### src/design/crr_cfg.svh
// Constants of the card register readout block.
// Included by the top module; definitions only.
`ifndef CRR_CFG_SVH
`define CRR_CFG_SVH
`define CRR_PKG_BGA      2'h1
`define CRR_STRUCTURE    2'h3
`define CRR_SPEC_VER     4'h4
`define CRR_ACC_FIXED    8'h27
`define CRR_ACC_CLOCKS   8'h01
`define CRR_SPEED        8'h32
`define CRR_CMD_CLASSES  12'h0f5
`define CRR_BLK_LEN      4'h9
`define CRR_DEV_SIZE     12'hfff
`define CRR_CURRENT      3'h7
`define CRR_SIZE_MULT    3'h7
`define CRR_ERASE_SIZE   5'h1f
`define CRR_ERASE_MULT   5'h1f
`define CRR_PROT_SIZE    5'h0f
`define CRR_R2W          3'h2
`define CRR_PROG_RESET   8'h40
`define CRR_PROG_COPY    6
`define CRR_PROG_PERM    5
`define CRR_CRC_POLY     7'h09
`define CRR_MODE_SECTOR  2'h2
`define CRR_MODE_BYTE    2'h0
`define CRR_VOLT_LOW     1'b1
`define CRR_VOLT_HIGH    9'h1ff
`define CRR_TWO_GB       64'h0000_0000_8000_0000
`define CRR_SECTOR_PAD   9'h000
`define CRR_CLOCK_UNIT   16'h0064
`define CRR_POWERUP_CYC  12'h3e8
`endif

### src/design/crr_pkg.sv
// Types of the card register readout block.
// Assumes nothing beyond the constants header.
package crr_pkg;
  typedef enum logic [1:0] {CRR_SEL_OPCOND, CRR_SEL_IDENT, CRR_SEL_SPEC} crr_sel_type;
  typedef enum logic {CRR_T_IDLE, CRR_T_RUN} crr_tstate_type;
  typedef struct packed {
    logic [7:0]  maker;
    logic [5:0]  rsv;
    logic [1:0]  package_type;
    logic [7:0]  application_code;
    logic [47:0] product_name;
    logic [7:0]  product_revision;
    logic [31:0] serial_number;
    logic [7:0]  manufacture_date;
    logic [6:0]  checksum;
    logic        end_bit;
  } crr_ident_type;
  typedef struct packed {
    logic [1:0]  structure;
    logic [3:0]  spec_version;
    logic [1:0]  rsv0;
    logic [7:0]  access_time_fixed;
    logic [7:0]  access_time_clocks;
    logic [7:0]  transfer_speed;
    logic [11:0] command_classes;
    logic [3:0]  read_block_length;
    logic        partial_read_permit;
    logic        write_misalign;
    logic        read_misalign;
    logic        driver_stage_present;
    logic [1:0]  rsv1;
    logic [11:0] device_size;
    logic [11:0] currents;
    logic [2:0]  size_mult;
    logic [4:0]  erase_group_size;
    logic [4:0]  erase_group_multiplier;
    logic [4:0]  protect_group_size;
    logic        protect_group_enable;
    logic [1:0]  default_ecc;
    logic [2:0]  write_speed_factor;
    logic [3:0]  write_block_length;
    logic        partial_write_permit;
    logic [3:0]  rsv2;
    logic        content_prot;
    logic [7:0]  prog_bits;
    logic [6:0]  checksum;
    logic        end_bit;
  } crr_spec_type;
  typedef struct packed {
    logic         valid;
    logic [127:0] data;
  } crr_rd_type;
  typedef struct packed {
    logic        valid;
    logic [40:0] byte_addr;
  } crr_addr_type;
endpackage

### src/design/crr_card_register_readout.sv
// Identity, specific-data and operating-conditions readout with address scaling.
// Assumes the command logic on clk_i issues one-cycle read, write and address pulses;
// bus_clk_i is the host bus clock pin, sampled here.
// Function
// - Above 2 GB every data address argument is a sector number
// - In sector mode one argument unit selects one 512-byte sector
// - Up to 2 GB the 32-bit argument is a byte offset
// - Access-mode field reads binary 10 for devices above 2 GB
// - A 128-bit identity register is returned as one value
// - Identity layout: maker, reserved, package, application, name, revision, serial, date
// - Identity carries CRC7 over its contents; lowest bit reads one
// - Fixed access-time field 119:112 reports 27h
// - Clock access-time field 111:104 reports 01h, units of 100 bus clocks
// - Transfer-speed field 103:96 reports 32h
// - Read block length 83:80 reports 9, 512-byte blocks
// - Partial-read permit bit 79 reads zero
// - Write block length 25:22 reports 9; partial-write permit reads zero
// - Driver-stage-present bit 76 reads zero
// - Erase group size and multiplier each report 1Fh
// - Protect group size reports 0Fh; protect group enable reads one
// - Specific data carries CRC7 at 7:1; bit 0 reads one
`timescale 1ns/1ps
`include "crr_cfg.svh"
module crr_card_register_readout #(
  parameter logic [63:0]  DEV_BYTES    = 64'h0000_0040_0000_0000,
  parameter logic [7:0]   MAKER_CODE   = 8'h5a,         // Arbitrary value
  parameter logic [7:0]   APP_CODE     = 8'ha5,         // Arbitrary value
  parameter logic [47:0]  PRODUCT_NAME = 48'h4142_4344_4546, // Arbitrary value
  parameter logic [7:0]   PRODUCT_REV  = 8'h10,         // Arbitrary value
  parameter logic [31:0]  SERIAL       = 32'h0000_0001, // Arbitrary value
  parameter logic [7:0]   MFG_DATE     = 8'h11          // Arbitrary value
) (
  input  wire  logic                 clk_i,
  input  wire  logic                 nrst_i,
  input  wire  logic                 bus_clk_i,
  input  wire  logic                 rd_req_i,
  input  wire  crr_pkg::crr_sel_type rd_sel_i,
  input  wire  logic                 wr_req_i,
  input  wire  crr_pkg::crr_sel_type wr_sel_i,
  input  wire  logic [127:0]         wr_data_i,
  input  wire  logic                 addr_req_i,
  input  wire  logic [31:0]          addr_arg_i,
  output logic                       rd_valid_o,
  output logic [127:0]               rd_data_o,
  output logic                       wr_done_o,
  output logic                       wr_refused_o,
  output logic                       addr_valid_o,
  output logic [40:0]                byte_addr_o,
  output logic                       sector_mode_o,
  output logic                       ready_o,
  output logic                       access_expired_o
);
  import crr_pkg::*;

  localparam logic SECTOR_MODE = (DEV_BYTES > `CRR_TWO_GB);

  // =====================================================
  // Checksum
  // =====================================================
  function automatic logic [6:0] crr_crc7(input logic [119:0] d);
    logic [6:0] c;
    logic       fb;
    c = 7'h00;
    for (int i = 119; i >= 0; i--)
    begin
      fb = d[i] ^ c[6];
      c = {c[5:0], 1'b0} ^ (fb ? `CRR_CRC_POLY : 7'h00);
    end
    return c;
  endfunction

  // =====================================================
  // Register contents
  // =====================================================
  logic [7:0]    prog;
  logic [7:0]    next_prog;
  crr_ident_type ident_base;
  crr_spec_type  spec_base;
  logic [127:0]  ident_word;
  logic [127:0]  spec_word;
  logic [127:0]  opcond_word;

  always_comb
  begin
    ident_base                  = '0;
    ident_base.maker            = MAKER_CODE;
    ident_base.package_type     = `CRR_PKG_BGA;
    ident_base.application_code = APP_CODE;
    ident_base.product_name     = PRODUCT_NAME;
    ident_base.product_revision = PRODUCT_REV;
    ident_base.serial_number    = SERIAL;
    ident_base.manufacture_date = MFG_DATE;
    ident_base.end_bit          = 1'b1;
  end

  always_comb
  begin
    spec_base                        = '0;
    spec_base.structure              = `CRR_STRUCTURE;
    spec_base.spec_version           = `CRR_SPEC_VER;
    spec_base.access_time_fixed      = `CRR_ACC_FIXED;
    spec_base.access_time_clocks     = `CRR_ACC_CLOCKS;
    spec_base.transfer_speed         = `CRR_SPEED;
    spec_base.command_classes        = `CRR_CMD_CLASSES;
    spec_base.read_block_length      = `CRR_BLK_LEN;
    spec_base.partial_read_permit    = 1'b0;
    spec_base.driver_stage_present   = 1'b0;
    spec_base.device_size            = `CRR_DEV_SIZE;
    spec_base.currents               = {4{`CRR_CURRENT}};
    spec_base.size_mult              = `CRR_SIZE_MULT;
    spec_base.erase_group_size       = `CRR_ERASE_SIZE;
    spec_base.erase_group_multiplier = `CRR_ERASE_MULT;
    spec_base.protect_group_size     = `CRR_PROT_SIZE;
    spec_base.protect_group_enable   = 1'b1;
    spec_base.write_speed_factor     = `CRR_R2W;
    spec_base.write_block_length     = `CRR_BLK_LEN;
    spec_base.partial_write_permit   = 1'b0;
    spec_base.prog_bits              = prog;
    spec_base.end_bit                = 1'b1;
  end

  // Checksums follow the live programmable bits, so they never go stale
  assign ident_word = {ident_base[127:8], crr_crc7(ident_base[127:8]), 1'b1};
  assign spec_word  = {spec_base[127:8], crr_crc7(spec_base[127:8]), 1'b1};

  assign opcond_word = {96'h0, ready_o,
                        (sector_mode_o ? `CRR_MODE_SECTOR : `CRR_MODE_BYTE),
                        5'h00, `CRR_VOLT_HIGH, 7'h00, `CRR_VOLT_LOW, 7'h00};

  // =====================================================
  // Read and write port
  // =====================================================
  crr_rd_type rd;
  crr_rd_type next_rd;
  logic       wr_ok;
  logic       next_wr_done;
  logic       next_wr_refused;

  // Only bits 15:8 are programmable; the checksum written is ignored and recomputed
  assign wr_ok = (wr_sel_i == CRR_SEL_SPEC) && (wr_data_i[127:16] == spec_word[127:16]);

  always_comb
  begin
    next_rd.valid = rd_req_i;
    unique case (rd_sel_i)
      CRR_SEL_IDENT:  next_rd.data = ident_word;
      CRR_SEL_SPEC:   next_rd.data = spec_word;
      default:        next_rd.data = opcond_word;
    endcase
    next_prog       = prog;
    next_wr_done    = wr_req_i;
    next_wr_refused = wr_req_i && !wr_ok;
    if (wr_req_i && wr_ok)
    begin
      next_prog = wr_data_i[15:8];
      // Copy and permanent protect are one-time: once set they stay set
      next_prog[`CRR_PROG_COPY] = wr_data_i[8 + `CRR_PROG_COPY] | prog[`CRR_PROG_COPY];
      next_prog[`CRR_PROG_PERM] = wr_data_i[8 + `CRR_PROG_PERM] | prog[`CRR_PROG_PERM];
    end
  end

  always_ff @(posedge clk_i or negedge nrst_i)
  begin
    if (!nrst_i)
    begin
      rd           <= '0;
      prog         <= `CRR_PROG_RESET;
      wr_done_o    <= 1'b0;
      wr_refused_o <= 1'b0;
    end
    else
    begin
      rd           <= next_rd;
      prog         <= next_prog;
      wr_done_o    <= next_wr_done;
      wr_refused_o <= next_wr_refused;
    end
  end

  assign rd_valid_o = rd.valid;
  assign rd_data_o  = rd.data;

  // =====================================================
  // Address translation and power-up
  // =====================================================
  crr_addr_type addr;
  crr_addr_type next_addr;
  logic [11:0]  pwr_cnt;
  logic [11:0]  next_pwr_cnt;
  logic         next_ready;

  always_comb
  begin
    next_addr.valid = addr_req_i;
    if (sector_mode_o)
      next_addr.byte_addr = {addr_arg_i, `CRR_SECTOR_PAD};
    else
      next_addr.byte_addr = {`CRR_SECTOR_PAD, addr_arg_i};
    next_pwr_cnt = pwr_cnt;
    next_ready   = ready_o;
    if (pwr_cnt == `CRR_POWERUP_CYC)
      next_ready = 1'b1;
    else
      next_pwr_cnt = pwr_cnt + 12'h001;
  end

  always_ff @(posedge clk_i or negedge nrst_i)
  begin
    if (!nrst_i)
    begin
      addr          <= '0;
      pwr_cnt       <= 12'h000;
      ready_o       <= 1'b0;
      sector_mode_o <= SECTOR_MODE;
    end
    else
    begin
      addr          <= next_addr;
      pwr_cnt       <= next_pwr_cnt;
      ready_o       <= next_ready;
      sector_mode_o <= SECTOR_MODE;
    end
  end

  assign addr_valid_o = addr.valid;
  assign byte_addr_o  = addr.byte_addr;

  // =====================================================
  // Clock-dependent access timer
  // =====================================================
  logic           bclk_s1;
  logic           bclk_s2;
  logic           bclk_s3;
  logic           bus_edge;
  crr_tstate_type tstate;
  crr_tstate_type next_tstate;
  logic [15:0]    tcnt;
  logic [15:0]    next_tcnt;
  logic [15:0]    target;
  logic           next_expired;

  assign bus_edge = bclk_s2 && !bclk_s3;
  assign target   = {8'h00, `CRR_ACC_CLOCKS} * `CRR_CLOCK_UNIT;

  // A halted bus clock simply stalls the count; a new request restarts it
  always_comb
  begin
    next_tstate  = tstate;
    next_tcnt    = tcnt;
    next_expired = 1'b0;
    unique case (tstate)
      CRR_T_IDLE:
      begin
        if (addr_req_i)
        begin
          next_tstate = CRR_T_RUN;
          next_tcnt   = 16'h0000;
        end
      end
      CRR_T_RUN:
      begin
        if (addr_req_i)
          next_tcnt = 16'h0000;
        else if (bus_edge && (tcnt == target - 16'h0001))
        begin
          next_tstate  = CRR_T_IDLE;
          next_expired = 1'b1;
        end
        else if (bus_edge)
          next_tcnt = tcnt + 16'h0001;
      end
    endcase
  end

  always_ff @(posedge clk_i or negedge nrst_i)
  begin
    if (!nrst_i)
    begin
      bclk_s1          <= 1'b0;
      bclk_s2          <= 1'b0;
      bclk_s3          <= 1'b0;
      tstate           <= CRR_T_IDLE;
      tcnt             <= 16'h0000;
      access_expired_o <= 1'b0;
    end
    else
    begin
      bclk_s1          <= bus_clk_i;
      bclk_s2          <= bclk_s1;
      bclk_s3          <= bclk_s2;
      tstate           <= next_tstate;
      tcnt             <= next_tcnt;
      access_expired_o <= next_expired;
    end
  end
endmodule

### config.mk
export PLATFORM = sky130hd
export DESIGN_NAME = crr_card_register_readout
export DESIGN_NICKNAME = d
export VERILOG_FILES = /design/src/design/crr_pkg.sv /design/src/design/crr_card_register_readout.sv
export VERILOG_INCLUDE_DIRS = /design/src /design/src/design
export SDC_FILE = /design/constraint.sdc
export NUM_CORES = 1
export LEC_CHECK = 0
export ABC_AREA = 1
export BUFFER_PORTS_ARGS = -buffer_cell sky130_fd_sc_hd__buf_2
export CAP_MARGIN = 0
export CORE_AREA = 3 3 132 134
export DETAILED_ROUTE_END_ITERATION = 10
export DIE_AREA = 0 0 135 137
export GPL_ROUTABILITY_DRIVEN = 0
export PLACE_DENSITY_LB_ADDON = 0.1
export SLEW_MARGIN = 5
export SYNTH_ARGS = -nofsm -noshare
export SYNTH_HDL_FRONTEND = slang
export SYNTH_SLANG_ARGS = --single-unit
### constraint.sdc
create_clock -name clk_i -period 1.6 [get_ports clk_i]
set_input_delay 0.32 -clock clk_i [delete_from_list [all_inputs] [get_ports clk_i]]
set_output_delay 0.32 -clock clk_i [all_outputs]
set_load 0.01 [all_outputs]
==> impl_metrics.json <==
{
  "status": "finished clean",
  "cts_sinks": 100,
  "path_class": "register to register",
  "antenna_cells": 0,
  "ys_async_sr_fraction": 1.00,
  "yosysSeqAreaShare": 0.472,
  "floorplan.rows": 47,
  "max_cap_viol_count": 0,
  "cts_root_buffer": "clkbuf_16",
  "yosys_warnings": 0,
  "startpoint_type": "register",
  "max_stage_delay_ns": 0.40,
  "multiInputGateArea_sq_mm": 0.00178,
  "grtUsageTotal": 0.135,
  "ys_ff_latch": 100,
  "fmax_mhz": 669,
  "dr_total_vias": 4475,
  "synthAdderAreaFrac": 0.0165,
  "drc": 0,
  "regArea_sq_mm": 0.00251,
  "cts_tree": "done",
  "post_synth.cell_area_avg_sq_um": 8.38,
  "overflow": 0,
  "synth_edf_count": 0,
  "crit_path_end_kind": "register",
  "syn_area_sq_mm": 0.00530,
  "setup_tns_ns": 0,
  "path_max_fanout": 3,
  "synth_top_family_by_area": "buffers and inverters",
  "synthSimpleGateAreaFrac": 0.214,
  "vias_per_cell": 4.06,
  "die_y_microns": 137,
  "portBuffers": 298,
  "syn_inst": 633,
  "numCtsBuffers": 9,
  "firstDrtPassIters": 4,
  "yosys.area_share.xor_xnor": 0.0363,
  "ant_nets": 0,
  "grt_pass1_wl_microns": 20000,
  "layout_commonest_cell": "buf_2",
  "hold_violations": 0,
  "cts_max_level": 3,
  "fin_crit_sh": 0.934,
  "required_ns": 1.86,
  "clockBufferDepth": 2,
  "skew_ns": 0.00546,
  "dr.first_iter.drc_count": 149,
  "finalInstanceArea_sq_mm": 0.00685,
  "finalSetupViolations": 0,
  "path_clk_slew_ns": 0.06,
  "antenna_found_initial": 0,
  "fill_cells": 1657,
  "ios": 346,
  "drive_gt1_frac": 0.396,
  "final_util": 0.417,
  "fin_cells": 1101,
  "final_cell_mix": "buf_2, nand2_1, dfrtp_1",
  "die_area_sq_mm": 0.0185,
  "coreArea_sq_mm": 0.0164,
  "critPathSlowestCell": "dfrtp_1",
  "yosysTopAreaCell": "dfrtp_1",
  "wl_per_cell_microns": 12.0,
  "dieWidth_microns": 135,
  "syn_to_final_growth_pct": 29.2,
  "synth_compound_area_frac": 0.0278,
  "wirelength_microns": 13200,
  "synth_top_area_frac": 0.467,
  "finalPower_mw": 5.70,
  "ir_worst_vdd_mv": 0.487,
  "drv_slew": 0,
  "first_global_vias": 4300,
  "min_path_type": "input port to register",
  "p_leak_nw": 3.86,
  "fin_crit_ns": 1.49,
  "clk_latency_ns": 0.34,
  "synth_ff_type": "dfrtp_1",
  "place_area_sq_mm": 0.00641,
  "grt_max_degree": 49,
  "synthMuxAreaShare": 0,
  "ys_types": 31,
  "netlist_top_cells_area": "dfrtp_1, buf_4, nand2_1",
  "placed_cells": 1077,
  "powerDensity_mw_per_mm2": 832,
  "start_util": 0.323,
  "fin_nets": 1053,
  "dpl.hpwl_microns": 10700,
  "crit_chain": "buf_4, buf_4, nand3_2, nor2_4, inv_2, nor2_2, nand3_1, nand2_1, nand2_1, o21ai_1",
  "arrival_ns": 1.75
}
==> metal layers <==
layer	wire, microns	track usage	up-vias
met1	4690	0.147	1996
met5	0	0	-
met3	1080	0.0353	17
met4	176	0.0459	0
met2	7230	0.253	190
li1	-	-	2272
==> worst paths after layout <==
| path | from | end | slack [ns] | depth (start not counted) |
|---|---|---|---|---|
| max | tcnt[0] | tcnt[15] | 0.11 | 10 |
| min | addr_arg_i[5] | byte_addr_o[14] | 0.08 | 1 |
| max reg2reg | tcnt[0] | tcnt[15] | 0.11 | 10 |
| min reg2reg | bclk_s1 | bclk_s2 | 0.38 | 0 |
| max in group asynchronous | nrst_i | prog[6] | 0.59 | 3 |
| min in group asynchronous | nrst_i | addr_valid_o | 0.44 | 2 |
==> final cells by class <==
type / instances / share of cell area
flip-flops and latches: 100 / 0.366
inverters: 85 / 0.0466
clock buffers: 12 / 0.0345
multi-input cells: 364 / 0.260
well taps: 220 / 0.0402
clock inverters: 4 / 0.0108
repair buffers: 316 / 0.242
==> what timing repair did <==
item / CTS / global route
setup buffers: 0 / 6
hold endpoints to repair: 23 / 0
pin swaps: 0 / 5
resized for setup: 1 / 22
gates cloned: 0 / 1
hold buffers: 1 / 0
setup endpoints to repair: 48 / 16
==> report_power, final <==
group / switching (mW) / internal (mW)
sequential: 0.0499 / 2.61
combinational: 0.433 / 0.344
clock: 0.889 / 1.37
total: 1.37 / 4.33
==> registers in the layout, indices dropped and copies added, names as in the netlist, 8 cells and up <==
name	cells
rd_data_o	22
byte_addr_o	32
pwr_cnt	12
tcnt	16
prog	8
==> critical path: cells and delay by family (launching register included) <==
family,cells,cell delay [ns]
flip-flops,1,0.40
buffers and inverters,3,0.30
AND/OR/NAND/NOR,6,0.60
AO/OA/AOI/OAI,1,0.12
==> Yosys cell counts, types with 2 or more instances <==
| cell | count |
|---|---|
| xor2_1 | 15 |
| inv_1 | 84 |
| nor2_1 | 71 |
| buf_6 | 2 |
| buf_4 | 116 |
| nand3_2 | 2 |
| nand4_1 | 23 |
| nand2_1 | 142 |
| conb_1 | 2 |
| nor3_1 | 5 |
| o21ai_1 | 5 |
| xnor2_1 | 7 |
| ha_1 | 7 |
| o21ai_0 | 19 |
| dfrtp_1 | 99 |
| nand3_1 | 16 |
| clkbuf_1 | 2 |
| nor2_2 | 3 |
==> per-stage QoR <==
step	hold slack [ns]	worst slack (ns)
2_1_floorplan	0.0244	0.266
3_3_place_gp	0.254	0.0821
3_5_place_dp	0.260	0.0326
4_1_cts	0.0628	0.0224
5_1_grt	0.0596	-0.00953
6_report	0.0818	0.105
==> kinds of logic after synthesis <==
family	count (synthesis)
and+or+nand+nor	267
AOI/OAI and AO/OA	28
DFF	100
buffers and inverters	207
adders and majority gates	7
xor gates and xnor gates	22
other	2
Note: power is estimated with default switching activity, not from simulation.
